`src/rrf_consts.vh`:
```
// Constants for the reply framer: register map, fields, check word, response codes
`ifndef RRF_CONSTS_VH
`define RRF_CONSTS_VH

// Register byte addresses
`define RRF_CTRL_ADDR       8'h00
`define RRF_STAT_ADDR       8'h04
`define RRF_UNIT_ADDR       8'h08
`define RRF_BLKHDR_ADDR     8'h0C
`define RRF_DATA_ADDR       8'h10
`define RRF_RXCNT_ADDR      8'h14

// Control register bits
`define RRF_CTRL_START      0
`define RRF_CTRL_FROZEN     1
`define RRF_CTRL_FRZ_READ   2
`define RRF_CTRL_IND_SET    3
`define RRF_CTRL_IND_ACK    4
`define RRF_CTRL_MORE       5
`define RRF_CTRL_RXCLR      6

// Flag byte bit positions
`define RRF_FLAG_SHORT      7
`define RRF_FLAG_MORE       6
`define RRF_FLAG_FROZEN     5
`define RRF_FLAG_IND        4
`define RRF_FLAG_EVCHG      3
`define RRF_FLAG_EVLOG      2

// Data block header field and limits
`define RRF_LAST_BIT        7
`define RRF_BLOCKS_MAX      4
`define RRF_DATA_MAX        64

// Check word
`define RRF_CRC_POLY_REFL   16'hA001
`define RRF_CRC_INIT        16'h0000

// AXI response codes
`define RRF_RESP_OKAY       2'b00
`define RRF_RESP_SLVERR     2'b10

`endif

```
`src/rrf_crc16.v`:
```
// Bytewise reflected CRC16 step, LSB first
`timescale 1ns/10ps
`include "rrf_consts.vh"

module rrf_crc16 (
    input  wire [15:0] crc_in,
    input  wire [7:0]  data_in,
    output reg  [15:0] crc_out
);
    integer i;

    // Eight shifts per byte, lowest bit of the byte first
    always @* begin
        crc_out = crc_in ^ {8'h00, data_in};
        for (i = 0; i < 8; i = i + 1) begin
            if (crc_out[0]) begin
                crc_out = (crc_out >> 1) ^ `RRF_CRC_POLY_REFL;
            end else begin
                crc_out = crc_out >> 1;
            end
        end
    end
endmodule // rrf_crc16

```
`src/rrf_framer.v`:
```
// Reply framer with check word generator, receive checker and AXI4-Lite registers
// Function
// - Frame ends with CRC16 over preceding bytes
// - Received frame good when remainder is zero and at least three bytes came
// - Bytes enter check lowest bit first
// - Header is flag byte then unit address
// - Flag byte bit layout, bits 1:0 zero
// - Short flag set exactly when no blocks
// - Oversize reply sets the more-data flag; code takes it from control bit RRF_CTRL_MORE written by software
// - Frozen flag until frozen counts read
// - Indication flag held until master acknowledges
// - Event change and log flags never set
// - Several data blocks may follow header
// - Block: mark+function byte, length byte, data
// - Last mark set only in final block
// - Function code echoes or reports failure
// - Length counts data bytes, zero means none
// - Header, blocks, check word in order
// - Address zero means broadcast frame
`timescale 1ns/10ps
`include "rrf_consts.vh"

module rrf_framer (
    input  wire        aclk,
    input  wire        aresetn,
    input  wire [7:0]  s_axi_awaddr,
    input  wire        s_axi_awvalid,
    output wire        s_axi_awready,
    input  wire [31:0] s_axi_wdata,
    input  wire [3:0]  s_axi_wstrb,
    input  wire        s_axi_wvalid,
    output wire        s_axi_wready,
    output reg  [1:0]  s_axi_bresp,
    output reg         s_axi_bvalid,
    input  wire        s_axi_bready,
    input  wire [7:0]  s_axi_araddr,
    input  wire        s_axi_arvalid,
    output wire        s_axi_arready,
    output reg  [31:0] s_axi_rdata,
    output reg  [1:0]  s_axi_rresp,
    output reg         s_axi_rvalid,
    input  wire        s_axi_rready,
    output reg  [7:0]  tx_data,
    output reg         tx_valid,
    output reg         tx_last,
    input  wire        tx_ready,
    input  wire [7:0]  rx_data,
    input  wire        rx_valid,
    input  wire        rx_end,
    output reg         rx_good,
    output reg         rx_bcast,
    output reg         rx_bad
);
    // Transmit states
    localparam [2:0] ST_IDLE = 3'd0;
    localparam [2:0] ST_FLAG = 3'd1;
    localparam [2:0] ST_ADDR = 3'd2;
    localparam [2:0] ST_FUNC = 3'd3;
    localparam [2:0] ST_LEN  = 3'd4;
    localparam [2:0] ST_DATA = 3'd5;
    localparam [2:0] ST_CRCL = 3'd6;
    localparam [2:0] ST_CRCH = 3'd7;

    // Software state
    reg [7:0]  unit_addr_r;
    reg        frozen_r;
    reg        ind_r;
    reg        more_r;
    reg [6:0]  blk_func_r [0:`RRF_BLOCKS_MAX-1];
    reg [6:0]  blk_len_r  [0:`RRF_BLOCKS_MAX-1];
    reg [2:0]  blk_cnt_r;
    reg [7:0]  data_mem_r [0:`RRF_DATA_MAX-1];
    reg [6:0]  data_wr_r;
    reg [15:0] rx_good_cnt_r;
    reg [15:0] rx_bad_cnt_r;

    // Transmit, receive and bus handshake state
    reg [2:0]  st_r;
    reg [2:0]  blk_r;
    reg [6:0]  cnt_r;
    reg [6:0]  rd_r;
    reg [15:0] crc_tx_r;
    reg [15:0] crc_rx_r;
    reg [7:0]  rx_first_r;
    reg [1:0]  rx_n_r;
    reg        aw_hold_r;
    reg        w_hold_r;
    reg [7:0]  aw_addr_r;
    reg [31:0] w_data_r;

    wire [15:0] crc_tx_nxt;
    wire [15:0] crc_rx_nxt;
    wire        busy = (st_r != ST_IDLE);
    wire        tx_fire = tx_valid & tx_ready;
    wire        do_wr = aw_hold_r & w_hold_r & ~s_axi_bvalid;
    wire [7:0]  flag_byte;
    wire        last_blk = (blk_r == blk_cnt_r - 3'd1);

    rrf_crc16 u_crc_tx (
        .crc_in  (crc_tx_r),
        .data_in (tx_data),
        .crc_out (crc_tx_nxt)
    );

    rrf_crc16 u_crc_rx (
        .crc_in  (crc_rx_r),
        .data_in (rx_data),
        .crc_out (crc_rx_nxt)
    );

    // Flag byte; event bits tied low since no event log exists
    assign flag_byte = {(blk_cnt_r == 3'd0),
                        more_r,
                        frozen_r,
                        ind_r,
                        1'b0, 1'b0,
                        2'b00};

    // Either channel may land first; each is held until the other arrives
    assign s_axi_awready = ~aw_hold_r;
    assign s_axi_wready  = ~w_hold_r;
    assign s_axi_arready = ~s_axi_rvalid;

    always @(posedge aclk) begin
        if (!aresetn) begin
            aw_hold_r <= 1'b0;
            w_hold_r  <= 1'b0;
            aw_addr_r <= 8'h00;
            w_data_r  <= 32'h0000_0000;
        end else begin
            if (s_axi_awvalid && !aw_hold_r) begin
                aw_hold_r <= 1'b1;
                aw_addr_r <= s_axi_awaddr;
            end else if (do_wr) begin
                aw_hold_r <= 1'b0;
            end
            if (s_axi_wvalid && !w_hold_r) begin
                w_hold_r <= 1'b1;
                w_data_r <= s_axi_wdata;
            end else if (do_wr) begin
                w_hold_r <= 1'b0;
            end
        end
    end

    // Register writes and flag tracking
    always @(posedge aclk) begin
        if (!aresetn) begin
            unit_addr_r  <= 8'h01;
            frozen_r     <= 1'b0;
            ind_r        <= 1'b0;
            more_r       <= 1'b0;
            blk_cnt_r    <= 3'd0;
            data_wr_r    <= 7'd0;
            s_axi_bvalid <= 1'b0;
            s_axi_bresp  <= `RRF_RESP_OKAY;
        end else begin
            if (s_axi_bvalid && s_axi_bready) begin
                s_axi_bvalid <= 1'b0;
            end
            if (do_wr) begin
                s_axi_bvalid <= 1'b1;
                s_axi_bresp  <= `RRF_RESP_OKAY;
                case (aw_addr_r)
                    `RRF_CTRL_ADDR: begin
                        // Set wins over clear when both requested
                        if (w_data_r[`RRF_CTRL_FROZEN]) begin
                            frozen_r <= 1'b1;
                        end else if (w_data_r[`RRF_CTRL_FRZ_READ]) begin
                            frozen_r <= 1'b0;
                        end
                        if (w_data_r[`RRF_CTRL_IND_SET]) begin
                            ind_r <= 1'b1;
                        end else if (w_data_r[`RRF_CTRL_IND_ACK]) begin
                            ind_r <= 1'b0;
                        end
                        if (!busy) begin
                            more_r <= w_data_r[`RRF_CTRL_MORE];
                        end
                    end
                    `RRF_UNIT_ADDR: begin
                        unit_addr_r <= w_data_r[7:0];
                    end
                    `RRF_BLKHDR_ADDR: begin
                        // Bits 6:0 function, 14:8 length, bit 16 restarts list
                        if (!busy) begin
                            if (w_data_r[16]) begin
                                blk_cnt_r <= 3'd0;
                                data_wr_r <= 7'd0;
                            end else if (blk_cnt_r < `RRF_BLOCKS_MAX) begin
                                blk_func_r[blk_cnt_r[1:0]] <= w_data_r[6:0];
                                blk_len_r[blk_cnt_r[1:0]]  <= w_data_r[14:8];
                                blk_cnt_r <= blk_cnt_r + 3'd1;
                            end else begin
                                s_axi_bresp <= `RRF_RESP_SLVERR;
                            end
                        end else begin
                            s_axi_bresp <= `RRF_RESP_SLVERR;
                        end
                    end
                    `RRF_DATA_ADDR: begin
                        if (!busy && data_wr_r < `RRF_DATA_MAX) begin
                            data_mem_r[data_wr_r[5:0]] <= w_data_r[7:0];
                            data_wr_r <= data_wr_r + 7'd1;
                        end else begin
                            s_axi_bresp <= `RRF_RESP_SLVERR;
                        end
                    end
                    `RRF_STAT_ADDR, `RRF_RXCNT_ADDR: begin
                        s_axi_bresp <= `RRF_RESP_OKAY;
                    end
                    default: begin
                        s_axi_bresp <= `RRF_RESP_SLVERR;
                    end
                endcase
            end
        end
    end

    // Register reads, one cycle after address taken
    always @(posedge aclk) begin
        if (!aresetn) begin
            s_axi_rvalid <= 1'b0;
            s_axi_rdata  <= 32'h0000_0000;
            s_axi_rresp  <= `RRF_RESP_OKAY;
        end else if (s_axi_rvalid) begin
            if (s_axi_rready) begin
                s_axi_rvalid <= 1'b0;
            end
        end else if (s_axi_arvalid) begin
            s_axi_rvalid <= 1'b1;
            s_axi_rresp  <= `RRF_RESP_OKAY;
            case (s_axi_araddr)
                `RRF_CTRL_ADDR:   s_axi_rdata <= {26'h0, more_r, 1'b0, ind_r, 1'b0,
                                                  frozen_r, 1'b0};
                `RRF_STAT_ADDR:   s_axi_rdata <= {8'h00, flag_byte, 5'h00, blk_cnt_r,
                                                  1'b0, data_wr_r};
                `RRF_UNIT_ADDR:   s_axi_rdata <= {24'h0, unit_addr_r};
                `RRF_BLKHDR_ADDR: s_axi_rdata <= {15'h0, busy, 13'h0, blk_cnt_r};
                `RRF_DATA_ADDR:   s_axi_rdata <= {25'h0, data_wr_r};
                `RRF_RXCNT_ADDR:  s_axi_rdata <= {rx_bad_cnt_r, rx_good_cnt_r};
                default: begin
                    s_axi_rdata <= 32'h0000_0000;
                    s_axi_rresp <= `RRF_RESP_SLVERR;
                end
            endcase
        end
    end

    // Transmit sequencer: header, blocks, check word
    always @(posedge aclk) begin
        if (!aresetn) begin
            st_r     <= ST_IDLE;
            blk_r    <= 3'd0;
            cnt_r    <= 7'd0;
            rd_r     <= 7'd0;
            crc_tx_r <= `RRF_CRC_INIT;
            tx_data  <= 8'h00;
            tx_valid <= 1'b0;
            tx_last  <= 1'b0;
        end else begin
            case (st_r)
                ST_IDLE: begin
                    if (do_wr && aw_addr_r == `RRF_CTRL_ADDR &&
                        w_data_r[`RRF_CTRL_START]) begin
                        st_r     <= ST_FLAG;
                        crc_tx_r <= `RRF_CRC_INIT;
                        blk_r    <= 3'd0;
                        rd_r     <= 7'd0;
                        tx_data  <= flag_byte;
                        tx_valid <= 1'b1;
                    end
                end
                ST_FLAG: if (tx_fire) begin
                    crc_tx_r <= crc_tx_nxt;
                    tx_data  <= unit_addr_r;
                    st_r     <= ST_ADDR;
                end
                ST_ADDR: if (tx_fire) begin
                    crc_tx_r <= crc_tx_nxt;
                    if (blk_cnt_r == 3'd0) begin
                        tx_data <= crc_tx_nxt[7:0];
                        st_r    <= ST_CRCL;
                    end else begin
                        tx_data <= {(blk_cnt_r == 3'd1), blk_func_r[0]};
                        st_r    <= ST_FUNC;
                    end
                end
                ST_FUNC: if (tx_fire) begin
                    crc_tx_r <= crc_tx_nxt;
                    tx_data  <= {1'b0, blk_len_r[blk_r[1:0]]};
                    cnt_r    <= blk_len_r[blk_r[1:0]];
                    st_r     <= ST_LEN;
                end
                ST_LEN, ST_DATA: if (tx_fire) begin
                    crc_tx_r <= crc_tx_nxt;
                    if (cnt_r != 7'd0) begin
                        // Data bytes; zero length skips straight on
                        tx_data <= data_mem_r[rd_r[5:0]];
                        rd_r    <= rd_r + 7'd1;
                        cnt_r   <= cnt_r - 7'd1;
                        st_r    <= ST_DATA;
                    end else if (!last_blk) begin
                        blk_r   <= blk_r + 3'd1;
                        tx_data <= {(blk_r + 3'd2 == blk_cnt_r),
                                    blk_func_r[blk_r[1:0] + 2'd1]};
                        st_r    <= ST_FUNC;
                    end else begin
                        tx_data <= crc_tx_nxt[7:0];
                        st_r    <= ST_CRCL;
                    end
                end
                ST_CRCL: if (tx_fire) begin
                    tx_data <= crc_tx_r[15:8];
                    tx_last <= 1'b1;
                    st_r    <= ST_CRCH;
                end
                ST_CRCH: if (tx_fire) begin
                    tx_valid <= 1'b0;
                    tx_last  <= 1'b0;
                    st_r     <= ST_IDLE;
                end
                default: st_r <= ST_IDLE;
            endcase
        end
    end

    // Receive checker: verdict at rx_end from running remainder
    always @(posedge aclk) begin
        if (!aresetn) begin
            crc_rx_r      <= `RRF_CRC_INIT;
            rx_first_r    <= 8'h00;
            rx_n_r        <= 2'd0;
            rx_good       <= 1'b0;
            rx_bad        <= 1'b0;
            rx_bcast      <= 1'b0;
            rx_good_cnt_r <= 16'h0000;
            rx_bad_cnt_r  <= 16'h0000;
        end else begin
            rx_good <= 1'b0;
            rx_bad  <= 1'b0;
            if (do_wr && aw_addr_r == `RRF_CTRL_ADDR && w_data_r[`RRF_CTRL_RXCLR]) begin
                rx_good_cnt_r <= 16'h0000;
                rx_bad_cnt_r  <= 16'h0000;
            end
            if (rx_valid) begin
                crc_rx_r <= crc_rx_nxt;
                if (rx_n_r != 2'd3) begin
                    rx_n_r <= rx_n_r + 2'd1;
                end
                if (rx_n_r == 2'd1) begin
                    rx_first_r <= rx_data; // Address byte
                end
            end
            if (rx_end) begin
                crc_rx_r <= `RRF_CRC_INIT;
                rx_n_r   <= 2'd0;
                // Too-short frames and nonzero remainders are dropped
                if (crc_rx_r == 16'h0000 && rx_n_r == 2'd3) begin
                    rx_good       <= 1'b1;
                    rx_bcast      <= (rx_first_r == 8'h00);
                    rx_good_cnt_r <= rx_good_cnt_r + 16'h0001;
                end else begin
                    rx_bad       <= 1'b1;
                    rx_bad_cnt_r <= rx_bad_cnt_r + 16'h0001;
                end
            end
        end
    end
endmodule // rrf_framer

```
`config.mk`:
```
export PLATFORM = sky130hd
export DESIGN_NAME = rrf_framer
export DESIGN_NICKNAME = d
export VERILOG_FILES = /design/src/rrf_crc16.v /design/src/rrf_framer.v
export VERILOG_INCLUDE_DIRS = /design/src /design/src/src
export SDC_FILE = /design/constraint.sdc
export NUM_CORES = 1
export LEC_CHECK = 0
export ABC_AREA = 1
export BUFFER_PORTS_ARGS = -buffer_cell sky130_fd_sc_hd__clkbuf_2
export CAP_MARGIN = 0
export CELL_PAD_IN_SITES_DETAIL_PLACEMENT = 0
export CELL_PAD_IN_SITES_GLOBAL_PLACEMENT = 1
export CORE_ASPECT_RATIO = 1.1
export CORE_MARGIN = 2
export CORE_UTILIZATION = 30
export CTS_BUF_LIST = sky130_fd_sc_hd__clkbuf_16
export CTS_CLUSTER_DIAMETER = 200
export DETAILED_ROUTE_END_ITERATION = 8
export GPL_TIMING_DRIVEN = 0
export MAX_ROUTING_LAYER = met4
export PLACE_DENSITY_LB_ADDON = 0.2
export SYNTH_ARGS = -nofsm -noshare
export SYNTH_HDL_FRONTEND = slang
export SYNTH_SLANG_ARGS = --single-unit
export TNS_END_PERCENT = 30
```
`constraint.sdc`:
```
create_clock -name aclk -period 7.52 [get_ports aclk]
set_input_delay 1.504 -clock aclk [delete_from_list [all_inputs] [get_ports aclk]]
set_output_delay 1.504 -clock aclk [all_outputs]
set_load 0.1 [all_outputs]
```
; ---- Word-level counts from Yosys, hierarchy flattened
; Memories as Yosys holds them, arrays and structs flattened. A register that Yosys moved wholly into a read port is not among the register bits.
; Index checks and enable logic that the tools add are counted.
[op_classes]
add_sub_neg = 11
n_mul = 0
n_div = 0
n_lt_le_gt_ge = 2
eq_ne = 37
n_shift = 0
mux = 107
bitwise_logic = 27
n_reduce_logical = 56
[ops]
columns = op, count
row1 = $mux 16, 24
row2 = $pmux 32 s6, 1
row3 = $mux 8, 9
row4 = $mux 7, 9
row5 = $mux 3, 16
row6 = $not 2->3, 16
row7 = $pmux 8 s6, 1
row8 = $pmux 7 s2, 3
row9 = $add 16x1->16 const B, 2
row10 = $eq 8x4->1 const B, 4
row11 = $eq 8x5->1 const B, 4
row12 = $pmux 16 s2, 1
row13 = $xor 16x8->16, 2
row14 = $mux 1, 29
row15 = $ne 2x2->1 const B, 14
row16 = $logic_not 8->1, 3
row17 = $reduce_bool 2->1, 12
row18 = $pmux 3 s7, 1
row19 = $reduce_and 3->1, 6
row20 = $eq 8x3->1 const B, 2
row21 = $logic_not 16->1, 1
row22 = $add 7x1->7 const B, 2
row23 = $mux 2, 7
row24 = $reduce_and 7->1, 2
row25 = other kinds (33), 69
[word_totals]
ff_bits = 193
latchBits = 0
ram_bits = 568
romBits = 0
inputBits = 70
word_cells = 274
memories = 3
[memory_table]
columns = memory, depth, word_bits, rd, rd_clocked_by_memory_dff, wr, line_no
row1 = data_mem_r, 64, 8, 1, 1, 1, rrf_framer.v:72  ; reg [7:0] data_mem_r [0:`RRF_DATA_MAX-1];
row2 = blk_func_r, 4, 7, 2, 0, 1, rrf_framer.v:69  ; reg [6:0] blk_func_r [0:`RRF_BLOCKS_MAX-1];
row3 = blk_len_r, 4, 7, 1, 1, 1, rrf_framer.v:70  ; reg [6:0] blk_len_r [0:`RRF_BLOCKS_MAX-1];

; ---- Logic depth before layout (Yosys ltp)
[depth]
depth_word = 21
ltp_mapped = 19

; ---- By module
; Synthesis repeated with hierarchy kept, for this count alone.
[hier_totals]
cells_unflattened = 3385
area_unflattened_um2 = 33342.0
[modules_own_cells]
columns = mod, n_inst, cells_each, area_each_um2, seq_area_each_um2
row1 = rrf_framer, 1, 3255, 32451.1, 21000.1
row2 = rrf_crc16, 2, 65, 445.4, 0.0

; ---- Least setup slack after synthesis
; OpenSTA, ideal clock, no wires.
[synth_path]
kind = input to register
from = in aresetn
to = mem blk_func_r[2][0] (enable)
setup_time_ns = 0.385
arrival_time_ns = 2.754
required_ns = 7.135
setup_slack_ns = 4.381
stages = 3
n_path_buf = 0
path_cell_list = inv_1 or4_1 nor2_1
[synth_between]
elab_chain_cells = 2
[synth_lines]
columns = element, line_no
row1 = start: declaration, rrf_framer.v:25  ; input wire aresetn,
row2 = $mux 1, rrf_framer.v:148  ; if (!aresetn) begin
row3 = $mux 1 (implied by the code), rrf_framer.v:191  ; blk_func_r[blk_cnt_r[1:0]] <= w_data_r[6:0];
row4 = end: declaration, rrf_framer.v:69
; No other way between the ends.

==> flow_metrics.tcl <==
set metrics [dict create \
    dr.pass1.iters 6 \
    seq_power_share 0.470 \
    p_per_area_nw_per_um2 264.5 \
    switchingPower_mw 2.672 \
    worstPathCellList "buf_2 > inv_1 > buf_2 > buf_1 > o221ai_1 > nand3_1 > o21ai_1 > nand2_1 > nand3_1 > nand3_1 > nand2_1 > nand2_1 > a21oi_1" \
    core_sq_um 107200 \
    ios 124 \
    clock_skew_ps 44.24 \
    fin_crit_sh 0.4956 \
    fp.dieW_um 317.2 \
    clkSlewWorstSetupHoldPaths_ps 60 \
    nNetsFinal 3340 \
    fmax_mhz 268.3 \
    postCtsResizedCells 0 \
    maxCapViolCount 0 \
    synthToLayoutAreaGrowth_pct 16.32 \
    die_h_um 348.5 \
    avgSynthCellArea_sq_um 10.58 \
    initial_core_util 0.3020 \
    gp_congestion 0.9361 \
    dieArea_sq_um 110600 \
    yosysUniqueCellTypes 68 \
    drt_iter0_drc 2770 \
    final_cell_mix "edfxtp_1, nor2_1, o21ai_0" \
    p_leak_nw 13.02 \
    worstPathArrival_ps 4270 \
    async_reset_ff_frac 0 \
    rsz0062_at_grt "no" \
    setup_viol 0 \
    ys_top_cells_by_area "edfxtp_1, dfxtp_1, o21ai_0" \
    max_slew_margin 0.1094 \
    synth_top_area_frac 0.5268 \
    status "completed" \
    synth-seq-cells 765 \
    yosysSeqAreaShare 0.6487 \
    routed_wl_um 126300 \
    hold_viol 0 \
    stdcell_count 4743 \
    numCtsBuffers 88 \
    clk_latency_ps 690 \
    vias 24650 \
    multiInputGateArea_sq_um 9751 \
    final.min_clock_period_ps 3727 \
    synth_warnings 0 \
    rows 126 \
    routed_via_density 5.197 \
    grt_start_max_net_pins 72 \
    tightest_slew_ps 1331 \
    gr-total-overflow 0 \
    synth_edf_count 568 \
    hp-class "reg -> reg" \
    wl_per_cell_um 26.64 \
    dp.cells 4574 \
    cts_tree "done" \
    worstPathRequired_ps 8060 \
    p_int_mw 7.287 \
    crit_buf_inv 4 \
    dpl.hpwl_um 85810 \
    cts-root-buf "clkbuf_16" \
    crit_type "reg -> reg" \
    antenna_found_initial 5 \
    mostFrequentLayoutCell "edfxtp_1" \
    grt_pass1_wl_um 177800 \
    ant_nets 0 \
    h-tree-depth 3 \
    holdWs_ps 449.0 \
    slew_violations 0 \
    synth_area_sq_um 32370 \
    vdd_ir_drop_max_mv 0.1635 \
    cpLargestDelayFamily "buffers and inverters" \
    clockBufferDepth 3 \
    crit_path_max_fanout 11 \
    comb_power_share 0.095 \
    critical_path.max_stage_delay_ps 850 \
    fin_tns_setup_ps 0 \
    switching_share 0.2683 \
    synthCells 3061 \
    worst_setup_path_end_kind "register" \
    start_kind "register" \
    yosys.area.top_type "edfxtp_1" \
    nFillCells 10860 \
    power_frac_clock 0.435 \
    seq_area_sq_um 21030 \
    drive_above_1_share 0.1117 \
    cts.sinks 765 \
    synth-main-ff-cell "edfxtp_1" \
    io_buffers 101 \
    grt_usage 0.2336 \
    holdBufCountCts 0 \
    drc_errors 0 \
    cts_setup_buffers 0 \
    cp_slowest_cell "buf_1" \
    first_global_vias 23980 \
]
## worst paths after layout
check,end,start,cells past startpoint,slack (ps)
worst max-delay path,tx_data[6],register,13,3790
worst min register to register,rx_first_r[1],rx_first_r[1],2,450
worst max register to register,tx_data[6],register,13,3790
worst min-delay path,rx_first_r[1],rx_first_r[1],2,450
## worst reg2reg max path, stage by stage (launching register included)
cell and delay, ps:
dfxtp_1 290, buf_2 260, inv_1 130, buf_2 370
buf_1 860, o221ai_1 480, nand3_1 310, o21ai_1 100
nand2_1 90, nand3_1 180, nand3_1 240, nand2_1 150
nand2_1 100, a21oi_1 60
## state kept, by name (all words and copies together) (netlist names), 16 cells and up, named ones only
signal,cells
blk_func_r,28
blk_len_r,28
crc_rx_r,16
crc_tx_r,16
data_mem_r,512
rx_bad_cnt_r,16
rx_good_cnt_r,16
s_axi_rdata,32
w_data_r,16
## power by group through the flow
stage | Combinational, mW | Clock, mW | Sequential, mW
floorplan | 0.479 | 0 | 4.78
global placement | 0.910 | 0 | 4.81
detailed placement | 0.938 | 0 | 4.77
CTS | 0.941 | 4.38 | 4.68
global route | 1.00 | 4.55 | 4.69
finish | 0.944 | 4.33 | 4.68
## kinds of logic (layout without fill, tap and decap cells)
family,count (synthesis),after routing,synth area share
compound gates,768,768,0.1390
xor+xnor,36,36,0.01020
fa+ha+maj,13,13,0.005024
buf+inv,377,646,0.05051
flops,765,765,0.6487
other cells,1,6,0.0001158
simple gates,1101,1101,0.1465
## layout make-up
class	count	share of cell area
flip-flops and latches	765	0.5584
multi-input cells	1920	0.2589
clock buffers	89	0.05914
well taps	1408	0.04678
inverters	216	0.02173
plain buffers	161	0.02170
clock inverters	75	0.01758
repair buffers	105	0.01552
diodes	4	0.0002658
## metal layers
layer | track usage | share of wire | wire (um)
met1 | 0.2880 | 0.41 | 52200
met2 | 0.3808 | 0.48 | 60440
met3 | 0.03292 | 0.059 | 7483
met4 | 0.1028 | 0.049 | 6218
met5 | - | 0 | 0
## cells in the mapped netlist (all sizes together) (12+ instances only)
| cell type | count |
|---|---|
| dfxtp | 197 |
| inv | 213 |
| xnor2 | 18 |
| o21ai | 415 |
| nor3 | 19 |
| a211oi | 16 |
| o211ai | 25 |
| nor4 | 12 |
| o221ai | 86 |
| ha | 13 |
| xor2 | 18 |
| buf | 82 |
| nand3 | 192 |
| a21oi | 147 |
| nor2 | 502 |
| nand2 | 347 |
| o22ai | 38 |
| nand4 | 13 |
| clkbuf | 79 |
| edfxtp | 568 |
## stage by stage
stage	setup WS, ps	utilization	power (mW)	instance area [sq um]
2_1_floorplan	4381	-	5.256	32380
3_3_place_gp	2494	0.3232	5.715	34650
3_5_place_dp	3537	0.3241	5.711	34750
4_1_cts	3871	0.3511	10.00	37630
5_1_grt	3739	0.3513	10.24	37660
6_report	3793	0.3513	9.959	37660
(Power assumes the default switching activity.)
